--- src/rtl/lct_defs.vh ---
// Register offsets, field positions, mode codes and reset values of the logic tile.
`ifndef LCT_DEFS_VH
`define LCT_DEFS_VH

`define LCT_OFF_LUT0     8'h00
`define LCT_OFF_LUT1     8'h04
`define LCT_OFF_CFG0     8'h08
`define LCT_OFF_CFG1     8'h0c
`define LCT_OFF_STAT     8'h10

`define LCT_F_MODE       0
`define LCT_G_MODE       2
`define LCT_COMBINE      4
`define LCT_LATCH        6
`define LCT_ASYNC        7
`define LCT_INIT_X       8
`define LCT_INIT_Y       9
`define LCT_BYP_X        10
`define LCT_BYP_Y        11
`define LCT_INV_CE       12
`define LCT_INV_INIT     13
`define LCT_INV_INVERT   14
`define LCT_INV_WE       15
`define LCT_XOR_F        16
`define LCT_XOR_G        17
`define LCT_MULT_F       18
`define LCT_MULT_G       19

`define LCT_MODE_LOGIC   2'h0
`define LCT_MODE_RAM     2'h1
`define LCT_MODE_SHIFT   2'h2

`define LCT_CMB_INDEP    2'h0
`define LCT_CMB_16X2     2'h1
`define LCT_CMB_32X1     2'h2
`define LCT_CMB_DUAL     2'h3

`define LCT_LUT_RST      32'h00000000
`define LCT_CFG_RST      32'h00000000

`endif

--- src/rtl/lct_logic_tile.v ---
// Configurable logic tile of two slices, configured and observed over APB.
`timescale 1ns/1ns
`include "lct_defs.vh"

module lct_logic_tile #(
  parameter ADDR_W = 8
) (
  input  wire              pclk,
  input  wire              presetn,
  input  wire              psel,
  input  wire              penable,
  input  wire              pwrite,
  input  wire [ADDR_W-1:0] paddr,
  input  wire [31:0]       pwdata,
  output reg  [31:0]       prdata,
  output reg               pready,
  output reg               pslverr,
  input  wire [7:0]        f_addr,
  input  wire [7:0]        g_addr,
  input  wire [1:0]        bypass_x,
  input  wire [1:0]        bypass_y,
  input  wire [3:0]        ram_din,
  input  wire [1:0]        shift_in,
  input  wire [1:0]        write_en,
  input  wire [1:0]        clk_en,
  input  wire [1:0]        init_force,
  input  wire [1:0]        invert_force,
  input  wire [1:0]        carry_in,
  input  wire              six_sel,
  input  wire [3:0]        feed_in,
  input  wire [1:0]        bus_din,
  input  wire [1:0]        bus_en,
  output reg  [1:0]        x_out,
  output reg  [1:0]        y_out,
  output reg  [1:0]        x_q,
  output reg  [1:0]        y_q,
  output reg  [1:0]        carry_out,
  output reg  [1:0]        five_input_mux,
  output reg               six_input_mux,
  output reg  [3:0]        feed_out,
  output reg  [1:0]        tristate_bus_driver,
  output reg  [1:0]        tristate_bus_driver_oe
);

  wire        apb_wr;
  wire [63:0] lut_all;
  wire [63:0] cfg_all;
  wire [1:0]  x_w;
  wire [1:0]  y_w;
  wire [1:0]  qx_w;
  wire [1:0]  qy_w;
  wire [1:0]  f5_w;
  wire [1:0]  cout_w;
  reg  [31:0] next_prdata;
  reg         hit;

  // Reads one bit of a 16-bit table at a 4-bit address.
  function lut_rd;
    input [15:0] table_bits;
    input [3:0]  addr;
    begin
      lut_rd = table_bits[addr];
    end
  endfunction

  // Applies a configured polarity to a control input.
  function pol;
    input raw;
    input inv;
    begin
      pol = raw ^ inv;
    end
  endfunction

  assign apb_wr = psel && penable && pwrite && pready;

  genvar s;
  generate
    for (s = 0; s < 2; s = s + 1) begin : g_slice
      reg  [31:0] lut;
      reg  [31:0] cfg;
      reg         qx;
      reg         qy;
      wire [3:0]  fa;
      wire [3:0]  ga;
      wire [1:0]  fmode;
      wire [1:0]  gmode;
      wire [1:0]  cmb;
      wire        we_e;
      wire        ce_e;
      wire        initf_e;
      wire        invf_e;
      wire        f_lut;
      wire        g_lut;
      wire [3:0]  g_waddr;
      wire        f_wsel;
      wire        g_wsel;
      wire        g_din;
      wire        di_f;
      wire        di_g;
      wire        c_mid;
      wire        x_cell;
      wire        y_cell;
      wire        dx;
      wire        dy;
      wire        async_x;
      wire        async_y;

      assign fa    = f_addr[4*s+3:4*s];
      assign ga    = g_addr[4*s+3:4*s];
      assign fmode = cfg[`LCT_F_MODE+1:`LCT_F_MODE];
      assign gmode = cfg[`LCT_G_MODE+1:`LCT_G_MODE];
      assign cmb   = cfg[`LCT_COMBINE+1:`LCT_COMBINE];

      assign we_e    = pol(write_en[s], cfg[`LCT_INV_WE]);
      assign ce_e    = pol(clk_en[s], cfg[`LCT_INV_CE]);
      assign initf_e = pol(init_force[s], cfg[`LCT_INV_INIT]);
      assign invf_e  = pol(invert_force[s], cfg[`LCT_INV_INVERT]);

      assign f_lut = lut_rd(lut[15:0], fa);
      assign g_lut = lut_rd(lut[31:16], ga);

      assign g_waddr = (cmb == `LCT_CMB_INDEP) ? ga : fa;
      assign f_wsel  = (cmb == `LCT_CMB_32X1) ? ~bypass_x[s] : 1'b1;
      assign g_wsel  = (cmb == `LCT_CMB_32X1) ? bypass_x[s] : 1'b1;
      assign g_din   = (cmb == `LCT_CMB_INDEP || cmb == `LCT_CMB_16X2) ? ram_din[2*s+1] : ram_din[2*s];

      always @(posedge pclk or negedge presetn) begin
        if (!presetn) begin
          lut <= `LCT_LUT_RST;
        end else if (apb_wr && paddr == (s == 0 ? `LCT_OFF_LUT0 : `LCT_OFF_LUT1)) begin
          lut <= pwdata;
        end else begin
          if (fmode == `LCT_MODE_SHIFT && ce_e) begin
            lut[15:0] <= {lut[14:0], shift_in[s]};
          end else if (fmode == `LCT_MODE_RAM && we_e && f_wsel) begin
            lut[fa] <= ram_din[2*s];
          end
          if (gmode == `LCT_MODE_SHIFT && ce_e) begin
            lut[31:16] <= {lut[30:16], shift_in[s]};
          end else if (gmode == `LCT_MODE_RAM && we_e && g_wsel) begin
            lut[{1'b1, g_waddr}] <= g_din;
          end
        end
      end

      always @(posedge pclk or negedge presetn) begin
        if (!presetn) begin
          cfg <= `LCT_CFG_RST;
        end else if (apb_wr && paddr == (s == 0 ? `LCT_OFF_CFG0 : `LCT_OFF_CFG1)) begin
          cfg <= pwdata;
        end
      end

      // Carry mux per cell; with di held low the chain forms a wide AND.
      assign di_f   = cfg[`LCT_MULT_F] ? (fa[0] & fa[1]) : fa[0];
      assign di_g   = cfg[`LCT_MULT_G] ? (ga[0] & ga[1]) : ga[0];
      assign c_mid  = f_lut ? carry_in[s] : di_f;
      assign cout_w[s] = g_lut ? c_mid : di_g;
      assign x_cell = cfg[`LCT_XOR_F] ? (f_lut ^ carry_in[s]) : f_lut;
      assign y_cell = cfg[`LCT_XOR_G] ? (g_lut ^ c_mid) : g_lut;

      assign dx = cfg[`LCT_BYP_X] ? bypass_x[s] : x_cell;
      assign dy = cfg[`LCT_BYP_Y] ? bypass_y[s] : y_cell;

      always @(posedge pclk or negedge presetn) begin
        if (!presetn) begin
          qx <= 1'b0;
          qy <= 1'b0;
        end else if (initf_e) begin
          qx <= cfg[`LCT_INIT_X];
          qy <= cfg[`LCT_INIT_Y];
        end else if (invf_e) begin
          qx <= ~cfg[`LCT_INIT_X];
          qy <= ~cfg[`LCT_INIT_Y];
        end else if (ce_e) begin
          qx <= dx;
          qy <= dy;
        end
      end

      // Asynchronous forces and open latches show at once; otherwise the stored value.
      assign async_x = cfg[`LCT_ASYNC] && (initf_e || invf_e);
      assign async_y = async_x;
      assign qx_w[s] = async_x ? (cfg[`LCT_INIT_X] ^ ~initf_e) :
                       (cfg[`LCT_LATCH] && ce_e) ? dx : qx;
      assign qy_w[s] = async_y ? (cfg[`LCT_INIT_Y] ^ ~initf_e) :
                       (cfg[`LCT_LATCH] && ce_e) ? dy : qy;

      assign f5_w[s] = bypass_x[s] ? g_lut : f_lut;
      assign x_w[s]  = x_cell;
      assign y_w[s]  = y_cell;
      assign lut_all[32*s+31:32*s] = lut;
      assign cfg_all[32*s+31:32*s] = cfg;
    end
  endgenerate

  always @(posedge pclk or negedge presetn) begin
    if (!presetn) begin
      x_out                  <= 2'h0;
      y_out                  <= 2'h0;
      x_q                    <= 2'h0;
      y_q                    <= 2'h0;
      carry_out              <= 2'h0;
      five_input_mux         <= 2'h0;
      six_input_mux          <= 1'b0;
      feed_out               <= 4'h0;
      tristate_bus_driver    <= 2'h0;
      tristate_bus_driver_oe <= 2'h0;
    end else begin
      x_out                  <= x_w;
      y_out                  <= y_w;
      x_q                    <= qx_w;
      y_q                    <= qy_w;
      carry_out              <= cout_w;
      five_input_mux         <= f5_w;
      six_input_mux          <= six_sel ? f5_w[1] : f5_w[0];
      feed_out               <= feed_in;
      tristate_bus_driver    <= bus_din;
      tristate_bus_driver_oe <= bus_en;
    end
  end

  always @* begin
    next_prdata = 32'h00000000;
    hit = 1'b1;
    if (paddr == `LCT_OFF_LUT0) begin
      next_prdata = lut_all[31:0];
    end else if (paddr == `LCT_OFF_LUT1) begin
      next_prdata = lut_all[63:32];
    end else if (paddr == `LCT_OFF_CFG0) begin
      next_prdata = cfg_all[31:0];
    end else if (paddr == `LCT_OFF_CFG1) begin
      next_prdata = cfg_all[63:32];
    end else if (paddr == `LCT_OFF_STAT) begin
      next_prdata = {21'h0, six_input_mux, carry_out, y_out, x_out, y_q, x_q};
    end else begin
      hit = 1'b0;
    end
  end

  always @(posedge pclk or negedge presetn) begin
    if (!presetn) begin
      pready  <= 1'b0;
      pslverr <= 1'b0;
      prdata  <= 32'h00000000;
    end else if (psel && penable && !pready) begin
      pready  <= 1'b1;
      pslverr <= ~hit;
      prdata  <= (pwrite || !hit) ? 32'h00000000 : next_prdata;
    end else begin
      pready  <= 1'b0;
      pslverr <= 1'b0;
    end
  end

endmodule // lct_logic_tile

--- config.mk ---
export PLATFORM = sky130hd
export DESIGN_NAME = lct_logic_tile
export DESIGN_NICKNAME = d
export VERILOG_FILES = /design/src/rtl/lct_logic_tile.v
export VERILOG_INCLUDE_DIRS = /design/src /design/src/rtl
export SDC_FILE = /design/constraint.sdc
export NUM_CORES = 1
export LEC_CHECK = 0
export BUFFER_PORTS_ARGS = -buffer_cell sky130_fd_sc_hd__buf_2
export CORE_UTILIZATION = 35
export DETAILED_ROUTE_END_ITERATION = 8
export RECOVER_POWER = 100
export SLEW_MARGIN = 40
export SYNTH_ARGS = -nofsm -noshare
export SYNTH_HDL_FRONTEND = slang
export SYNTH_SLANG_ARGS = --single-unit
--- constraint.sdc ---
create_clock -name pclk -period 2.95 [get_ports pclk]
set_input_delay 0.1475 -clock pclk [delete_from_list [all_inputs] [get_ports pclk]]
set_output_delay 0.1475 -clock pclk [all_outputs]
set_load 0.005 [all_outputs]
==> flow_summary.toml, run 1 <==
[timing]
finalMaxSlewViolations = 72
setup_viol = 0
fin_skew_ps = 12.2
hold_violations = 0
fin_crit_sh_pct = 88.3
rsz0062_at_grt = "no"
relSlewSlack_pct = -32.5
post-route-min-period_ps = 2600
setup_tns_ps = 0
max_slew.worst_pin.slew_ps = 1990
fmax_ghz = 0.384

[yosys]
synthArstFlopShare_pct = 100
ys_types = 67
yosys_warnings = 0
synth-edff-count = 0
synth_top_family_by_area = "compound AO/OA/AOI/OAI gates"
syn_area_mm2 = 0.0110
netlist_instances = 1163
synthAdderAreaFrac_pct = 0
synth_xor_area_share_pct = 1.51
synth-compound-area-share_pct = 19.9
yosys.area_share.simple_pct = 18.6
synth_fp_nets = 1253
synth_seq_cells = 187
yosysSeqAreaShare_pct = 42.4
muxShareOfSynthArea_pct = 13.9
synthFlopType = "dfrtp_1"
syn_area_per_cell_um2 = 9.49

[finish]
fin_area_mm2 = 0.0130
nNetsFinal = 1379
area_delta_synth_final_pct = 17.3
postLayoutCoreUtil_pct = 42.0
drive_gt1_share_pct = 18.0
diodes = 0

[die]
ios = 145
dieWidth_um = 180
core-area_mm2 = 0.0308
dieArea_mm2 = 0.0323
start_util_pct = 35.8
rows = 64
chipHeight_um = 180

[worst_setup_path]
reg2reg_from = "pready$_DFF_PN0_"
critPathCaptureType = "flip-flop"
crit_required_ps = 3260
cp_cell_sequence = "dlygate4sd3_1 -> clkbuf_1 -> and4_1 -> nand3_1 -> buf_4 -> nor2_1 -> a31oi_1"
crit_arrival_ps = 2920
rr_worst_depth = 5
crit_type = "primary input to flip-flop"
cp_slowest_cell = "nand3_1"
path_max_fanout = 32
max_stage_delay_ps = 780
rrSetupSlack_ps = 540
critPathBufInv = 3
cp-start-kind = "primary input"
path_delay_family = "simple AND/OR/NAND/NOR gates"
reg2reg_to = "g_slice[0].lut[19]$_DFFE_PN0P_"

[drt]
drcViolationCount = 3
dr_total_vias = 10300
wl_per_cell_um = 23.8
drt_iter0_markers = 1177
ant_nets = 0
via_per_inst = 6.07
wl_mm = 40.5
drt_first_pass_iters = 9

[grt]
grt_util_all_layers_pct = 25.3
grt_pass1_vias = 9853
grt_max_degree = 73
overflow = 0
grt_pass1_wl_mm = 62.1
antenna_found_initial = 1

[placed_design]
dpl_cell_area_mm2 = 0.0123
gp_congestion = 0.925
io_buffers = 144
hpwlAfterDp_mm = 30.5

[hold_path]
min_from = "shift_in[1]"
hold_end = "g_slice[1].lut[16]$_DFFE_PN0P_"
hold_path_depth = 3
worstHoldPathType = "primary input to flip-flop"

[clock_tree]
numCtsBuffers = 17
clk_path_buf_depth = 2
hold_buffers = 11
cts_resized = 0
numClockSinks = 187
cts_setup_buffers = 0
h-tree-depth = 4
clk_pin_slew_ps = 70
cts_root_buf = "clkbuf_16"
tritoncts = "built"
clk_latency_ps = 450

[run_status]
status = "complete, but fails checks"
violations = "DRC, capacitance limit, slew limit"

[pwr]
p_leak_nw = 5.61
peakVddDrop_uv = 420
p_per_area_mw_per_mm2 = 458

[run]
cap_viol_max_count = 1
[flip-flops by register name, indices dropped and copies added, names as in the netlist, 4 cells and up]
| signal | count |
|---|---|
| g_slice.cfg | 64 |
| g_slice.lut | 64 |
| prdata | 32 |
| feed_out | 4 |
[per-stage QoR]
step	cells	setup slack, ps	hold slack (ps)	power (W)
after detailed placement	1655	494	233	0.00326
after CTS	1698	627	5.83	0.00598
final	1698	347	19.5	0.00593
after global placement	1655	549	226	0.00326
after floorplan	1163	847	-148	0.00295
after global routing	1698	256	6.08	0.00612
[power by group]
group          total [W]  switching (W)  leakage, nW  internal [W]
clock network    0.00270        0.00109        0.327       0.00161
logic           0.000551       0.000361         2.71      0.000190
registers        0.00268      0.0000628         2.57       0.00261
total            0.00593        0.00152         5.61       0.00441
[logic make-up after synthesis]
group,count (synthesis)
and+or+nand+nor,400
muxes,117
DFF,187
buffers and inverters,101
AOI/OAI and AO/OA,339
xor gates and xnor gates,19
[routing by layer]
layer | up-vias | wire, µm | track usage, %
met2 | 503 | 18600 | 39.4
met5 | - | 0 | 0
met4 | 0 | 755 | 7.07
met3 | 47 | 3510 | 4.58
li1 | 4658 | - | -
met1 | 5105 | 17600 | 35.9
[worst max-delay path by stage]
stage	startpoint	to	slack, ps	cells after the start
after CTS	g_slice[0].cfg[5]$_DFFE_PN0P_	g_slice[0].lut[19]$_DFFE_PN0P_	630	5
after detailed placement	paddr[5]	g_slice[0].lut[19]$_DFFE_PN0P_	490	7
after global routing	pwrite	g_slice[0].lut[23]$_DFFE_PN0P_	260	7
after floorplan	g_slice[0].lut[11]$_DFFE_PN0P_	g_slice[0].qy$_DFFE_PN0P_	850	5
final	pwrite	g_slice[0].lut[19]$_DFFE_PN0P_	350	7
after global placement	paddr[5]	g_slice[0].lut[26]$_DFFE_PN0P_	550	7
[worst register-to-register path, cell delays in order, from the launching register on]
cell     delay, ps
dfrtp_1        360
and4_1         390
nand3_1        780
buf_4          550
nor2_1         160
a31oi_1         60
[synth_stat cells (5+ instances only)]
master / count / area [µm²]
a21oi_1: 50 / 250
a221oi_1: 20 / 175
a222oi_1: 9 / 90.1
a22o_1: 7 / 61.3
a22oi_1: 26 / 195
a31o_1: 16 / 140
a31oi_1: 47 / 294
a32oi_1: 7 / 61.3
and2_1: 9 / 56.3
buf_1: 9 / 33.8
buf_2: 7 / 35.0
clkbuf_1: 63 / 236
dfrtp_1: 187 / 4680
inv_1: 19 / 71.3
mux2_1: 68 / 766
mux2_2: 20 / 225
mux2i_1: 8 / 80.1
mux4_2: 19 / 428
nand2_1: 85 / 319
nand2b_1: 20 / 125
nand3_1: 78 / 390
nand3b_1: 11 / 82.6
nand4_1: 15 / 93.8
nor2_1: 99 / 372
nor2b_1: 10 / 62.6
nor3_1: 9 / 45.0
nor3b_1: 7 / 52.6
nor4_1: 11 / 68.8
o211ai_1: 7 / 52.6
o21ai_0: 48 / 240
o21ai_1: 72 / 360
o221ai_1: 5 / 43.8
or2_2: 5 / 31.3
or4_1: 9 / 67.6
or4b_1: 7 / 70.1
xnor2_1: 11 / 96.3
xor2_1: 8 / 70.1
[placed cells by master (no fill, tap or decap), drive strengths merged, types with 9 or more instances in the layout]
master       netlist  routed
nand4             15      15
a31o              16      16
nand3             78      78
a221oi            20      20
dlygate4sd3        0      11
dfrtp            187     187
or4                9       9
mux4              19      19
nor2              99      99
buf               19     143
a31oi             47      47
nor2b             10      10
o21ai            120     120
nor3              12      12
a21oi             50      50
mux2              89      89
clkbuf            63      52
nand3b            11      11
nand2             85      85
xnor2             11      11
mux2i              9       9
inv               19      25
nand2b            20      20
nor4              11      11
a222oi             9       9
and2              10      10
a22oi             26      26
[layout make-up]
class	instances	area (µm²)
multi-input combinational	875	5980
tap	396	495
clock buffer	17	425
fill	3093	17900
timing repair buffer	189	1040
inverter	19	71.3
sequential	187	4680
clock inverter	15	259
Power figures use the tool's default switching activity.
==> inputs of run 2 (changes only) <==
ABC_AREA = 1   (was unset)
==> flow_summary.toml, run 2 <==
[run_status]
status = "complete, but fails checks"
violations = "DRC, capacitance limit, slew limit"

[timing]
finalMaxSlewViolations = 95
max_slew.worst_pin.slew_ps = 2240
setup_tns_ps = 0
setup_ws_ps = 458
fmax_ghz = 0.401
hold_violations = 0
setup_viol = 0
relSlewSlack_pct = -49.5
post-route-min-period_ps = 2490
rsz0062_at_grt = "no"
fin_skew_ps = 11.1
fin_crit_sh_pct = 84.5

[clock_tree]
cts_setup_buffers = 0
numClockSinks = 187
clk_latency_ps = 450
tritoncts = "built"
cts_resized = 0
clk_pin_slew_ps = 70
clk_path_buf_depth = 2
numCtsBuffers = 17
h-tree-depth = 4
cts_root_buf = "clkbuf_16"

[finish]
num-fill-cells = 3285
layout.area.seq_mm2 = 0.00468
area_delta_synth_final_pct = 15.1
nNetsFinal = 1726
diodes = 0
multi_input_area_mm2 = 0.00525
layout_common_cells = "413 x nand2_1, 227 x o21ai_0, 187 x dfrtp_1"
layout_commonest_cell = "nand2_1"
drive_gt1_share_pct = 13.3
reg_top3 = "g_slice.cfg x64, g_slice.lut x64, prdata x32"
stdcell_count = 2044

[yosys]
synth_common_cells = "413 x nand2_1, 187 x dfrtp_1, 184 x o21ai_0"
ys_top_cells_by_area = "dfrtp_1 42%, nand2_1 14%, o21ai_0 8.3%"
synth_fp_nets = 1587
synthAdderAreaFrac_pct = 0
yosys.cell_count.top_type = "nand2_1"
syn_area_per_cell_um2 = 7.40
yosysTopAreaCell = "dfrtp_1"
synth-compound-area-share_pct = 23.4
synth-edff-count = 0
synth_top_area_share_pct = 42.2
syn_area_mm2 = 0.0111
muxShareOfSynthArea_pct = 0
yosys_warnings = 0
yosysSeqAreaShare_pct = 42.2
netlist_instances = 1497
ys_types = 48
synthFlopType = "dfrtp_1"
yosys.area_share.simple_pct = 24.0
synth_seq_cells = 187
synthArstFlopShare_pct = 100
synth_xor_area_share_pct = 0.790
synth_top_family_by_area = "simple AND/OR/NAND/NOR gates"

[drt]
wl_met3_mm = 2.66
via_per_inst = 5.46
wl_mm = 40.6
route.met2.wl_mm = 18.9
ant_nets = 0
wl_per_cell_um = 19.9
drt_iter0_markers = 1113
maxUsedRoutingLayer = "met4"
dr_total_vias = 11200
drt_first_pass_iters = 8
drt-met1-wl_mm = 17.8
drcViolationCount = 13

[die]
chipHeight_um = 180
start_util_pct = 35.9
core-area_mm2 = 0.0309
dieWidth_um = 180
ios = 145
rows = 64
dieArea_mm2 = 0.0324

[pwr]
p_per_area_mw_per_mm2 = 439
p_leak_nw = 6.02
peakVddDrop_uv = 383

[worst_setup_path]
crit_type = "primary input to flip-flop"
crit_arrival_ps = 2820
crit_required_ps = 3280
critPathCaptureType = "flip-flop"
path_max_fanout = 16
cp-start-kind = "primary input"

[run]
cap_viol_max_count = 1

[placed_design]
io_buffers = 144
gp_congestion = 0.948
hpwlAfterDp_mm = 30.6
dp_cells = 1996
dp_slack_ps = 681

[grt]
antenna_found_initial = 0
overflow = 0
grt_util_all_layers_pct = 25.3
grt_pass1_vias = 10500
grt_max_degree = 96
grt_pass1_wl_mm = 62.9

[hold_path]
worstHoldPathType = "primary input to flip-flop"
-- run 2: per-layer routing --
layer | global-route usage (%) | vias up
met3 | 3.44 | 71
li1 | - | 5275
met4 | 8.97 | 0
met1 | 34.4 | 5344
met2 | 40.9 | 469
met5 | 0 | -
-- run 2: cell type report --
| class | count | share of cell area [%] |
|---|---|---|
| Clock buffer | 20 | 3.58 |
| Clock inverter | 11 | 0.873 |
| Inverter | 194 | 5.73 |
| Multi-Input combinational cell | 1051 | 41.1 |
| Sequential cell | 187 | 36.7 |
| Tap cell | 396 | 3.88 |
| Timing Repair Buffer | 185 | 8.10 |
-- run 2: worst paths after layout --
path                                  startpoint  depth (start not counted)                             end  slack (ps)
setup / recovery                            psel                          8   g_slice[0].lut[1]$_DFFE_PN0P_         460
max in group asynchronous                presetn                          3  g_slice[1].lut[28]$_DFFE_PN0P_         560
hold / removal                        pwdata[14]                          3  g_slice[1].lut[14]$_DFFE_PN0P_          10
setup reg to reg                pready$_DFF_PN0_                          6   g_slice[0].lut[1]$_DFFE_PN0P_         460
min in group asynchronous                presetn                          2           feed_out[2]$_DFF_PN0_         890
hold reg to reg            prdata[3]$_DFFE_PN0P_                          2           prdata[3]$_DFFE_PN0P_         480
-- run 2: through the flow --
stage / hold WS, ps / utilization, % / total power (W) / instance area [µm²]
3_5_place_dp: 257 / 39.4 / 0.00334 / 12200
4_1_cts: 6.44 / 41.8 / 0.00566 / 12900
5_1_grt: 13.2 / 41.3 / 0.00581 / 12800
3_3_place_gp: 256 / 39.4 / 0.00334 / 12200
2_1_floorplan: -148 / - / 0.00301 / 11100
6_report: 11.4 / 41.3 / 0.00561 / 12800
-- run 2: repair_timing --
item / CTS / global route
hold buffers: 16 / 0
endpoints found under the setup margin: 0 / 0
hold endpoints to repair: 106 / 0
-- run 2: cells by family (layout without fill, tap and decap cells) --
kind of cell / count (synthesis) / count (layout)
flops: 187 / 187
compound gates: 407 / 407
xor+xnor: 10 / 10
simple gates: 634 / 634
buf+inv: 259 / 410
-- run 2: critical path, stage by stage --
cell           delay, ps
dlygate4sd3_1        530
clkbuf_1             130
nand4_1              590
nor2_8               450
inv_1                290
clkbuf_2             340
o22ai_1              230
nand2_1               90
-- run 2: power breakdown --
part / internal, W / switching [W] / total (W)
combinational: 0.000184 / 0.000415 / 0.000599
sequential: 0.00264 / 0.0000651 / 0.00270
clock: 0.00122 / 0.00108 / 0.00231
==> inputs of run 3 (changes only) <==
clock period = 2.35 ns   (was 2.95 ns; I/O delays follow)
==> flow_summary.toml, run 3 (synthesis results as in run 2) <==
[grt]
grt_util_all_layers_pct = 25.1
grt_max_degree = 65
antenna_found_initial = 0
overflow = 0
grt_pass1_wl_mm = 62.5
grt_pass1_vias = 10700

[run]
cap_viol_max_count = 1

[die]
core-area_mm2 = 0.0309
dieArea_mm2 = 0.0324
ios = 145
rows = 64
chipHeight_um = 180
start_util_pct = 35.9
dieWidth_um = 180

[drt]
via_per_inst = 5.44
drt_first_pass_iters = 8
ant_nets = 0
wl_mm = 40.5
drt_iter0_markers = 1053
dr_total_vias = 11300
drcViolationCount = 13
wl_per_cell_um = 19.6

[clock_tree]
clk_latency_ps = 450
numClockSinks = 187
numCtsBuffers = 17
clk_path_buf_depth = 2
h-tree-depth = 4
cts_root_buf = "clkbuf_16"
clk_pin_slew_ps = 70
cts_setup_buffers = 0
tritoncts = "built"

[timing]
setup_viol = 0
relSlewSlack_pct = -9.67
rsz0062_at_grt = "no"
holdWs_ps = 29.6
fin_skew_ps = 10.9
finalMaxSlewViolations = 62
max_slew.worst_pin.slew_ps = 1650
post-route-min-period_ps = 2170
fmax_ghz = 0.460
fin_crit_sh_pct = 92.5
setup_ws_ps = 175
setup_tns_ps = 0
hold_violations = 0

[run_status]
violations = "DRC, capacitance limit, slew limit"
status = "complete, but fails checks"

[finish]
nNetsFinal = 1750
area_delta_synth_final_pct = 17.3
drive_gt1_share_pct = 14.5
diodes = 0
postLayoutCoreUtil_pct = 42.1
reg_top3 = "g_slice.cfg x64, g_slice.lut x64, prdata x32"
layout_common_cells = "413 x nand2_1, 226 x o21ai_0, 187 x dfrtp_1"
stdcell_count = 2069
num-fill-cells = 3266
layout_commonest_cell = "nand2_1"

[placed_design]
hpwlAfterDp_mm = 30.7
dp_cells = 2014
io_buffers = 144
dp_slack_ps = 71.6
gp_congestion = 0.934

[worst_setup_path]
critPathBufInv = 2
crit_required_ps = 2640
path_delay_family = "simple AND/OR/NAND/NOR gates"
max_stage_delay_ps = 400
cp-start-kind = "flip-flop"
path_max_fanout = 50
crit_arrival_ps = 2460
cp_slowest_cell = "inv_2"
cp_cell_sequence = "nand4_1 -> buf_4 -> nor2_4 -> inv_2 -> nand2_1 -> o221ai_1"
crit_type = "flip-flop to flip-flop"
critPathCaptureType = "flip-flop"

[pwr]
p_leak_nw = 6.12
peakVddDrop_uv = 616
p_per_area_mw_per_mm2 = 554

[hold_path]
worstHoldPathType = "primary input to flip-flop"
[run 3: cell count changes in the layout (fill, tap and decap cells not counted), sizes merged]
cell	change
buf	+20
dlygate4sd3	+7
clkbuf	-4
bufinv	+1
clkinv	+1
clkinvlp	+1
inv	-1
[run 3: repair_timing]
item | CTS | global route
gates resized for setup | 0 | 1
endpoints found under the hold margin | 79 | 0
hold buffers | 23 | 0
setup endpoints to repair | 0 | 7
[run 3: cell type report]
type                            instances  area (µm²)  area share (%)
Timing Repair Buffer                  209        1270            9.77
Inverter                              194         731            5.62
Clock inverter                         13         160            1.23
Tap cell                              396         495            3.81
Clock buffer                           19         443            3.41
Sequential cell                       187        4680            36.0
Multi-Input combinational cell       1051        5230            40.2
[run 3: worst paths after layout]
kind | startpoint | endpoint | slack [ps] | cells past startpoint
max | pready$_DFF_PN0_ | g_slice[1].lut[24]$_DFFE_PN0P_ | 180 | 6
min | bypass_y[1] | g_slice[1].qy$_DFFE_PN0P_ | 30 | 5
max reg2reg | pready$_DFF_PN0_ | g_slice[1].lut[24]$_DFFE_PN0P_ | 180 | 6
min reg2reg | g_slice[1].qy$_DFFE_PN0P_ | g_slice[1].qy$_DFFE_PN0P_ | 480 | 2
max in group asynchronous | presetn | g_slice[0].lut[31]$_DFFE_PN0P_ | 400 | 3
min in group asynchronous | presetn | feed_out[0]$_DFF_PN0_ | 640 | 2
[run 3: per-layer routing]
metal	global-route usage (%)	share of wire, %	up-vias
met3	3.55	5.7	61
met2	40.6	46	441
met5	0	0	-
li1	-	-	5330
met4	10.2	3.6	0
met1	33.9	45	5419
[run 3: worst register-to-register path, cell delays in order (launching register included)]
cell,delay [ps]
dfrtp_1,370
nand4_1,330
buf_4,290
nor2_4,300
inv_2,400
nand2_1,220
o221ai_1,120
[run 3: metrics by stage]
stage | instance area, µm² | power (W)
3_3_place_gp | 12400 | 0.00420
5_1_grt | 13000 | 0.00745
2_1_floorplan | 11100 | 0.00378
3_5_place_dp | 12400 | 0.00420
6_report | 13000 | 0.00721
4_1_cts | 13200 | 0.00726
[run 3: power by group]
part / leakage, nW / internal (W) / switching [W]
Clock: 0.289 / 0.00163 / 0.00143
Sequential: 2.44 / 0.00331 / 0.0000796
Combinational: 3.39 / 0.000243 / 0.000523
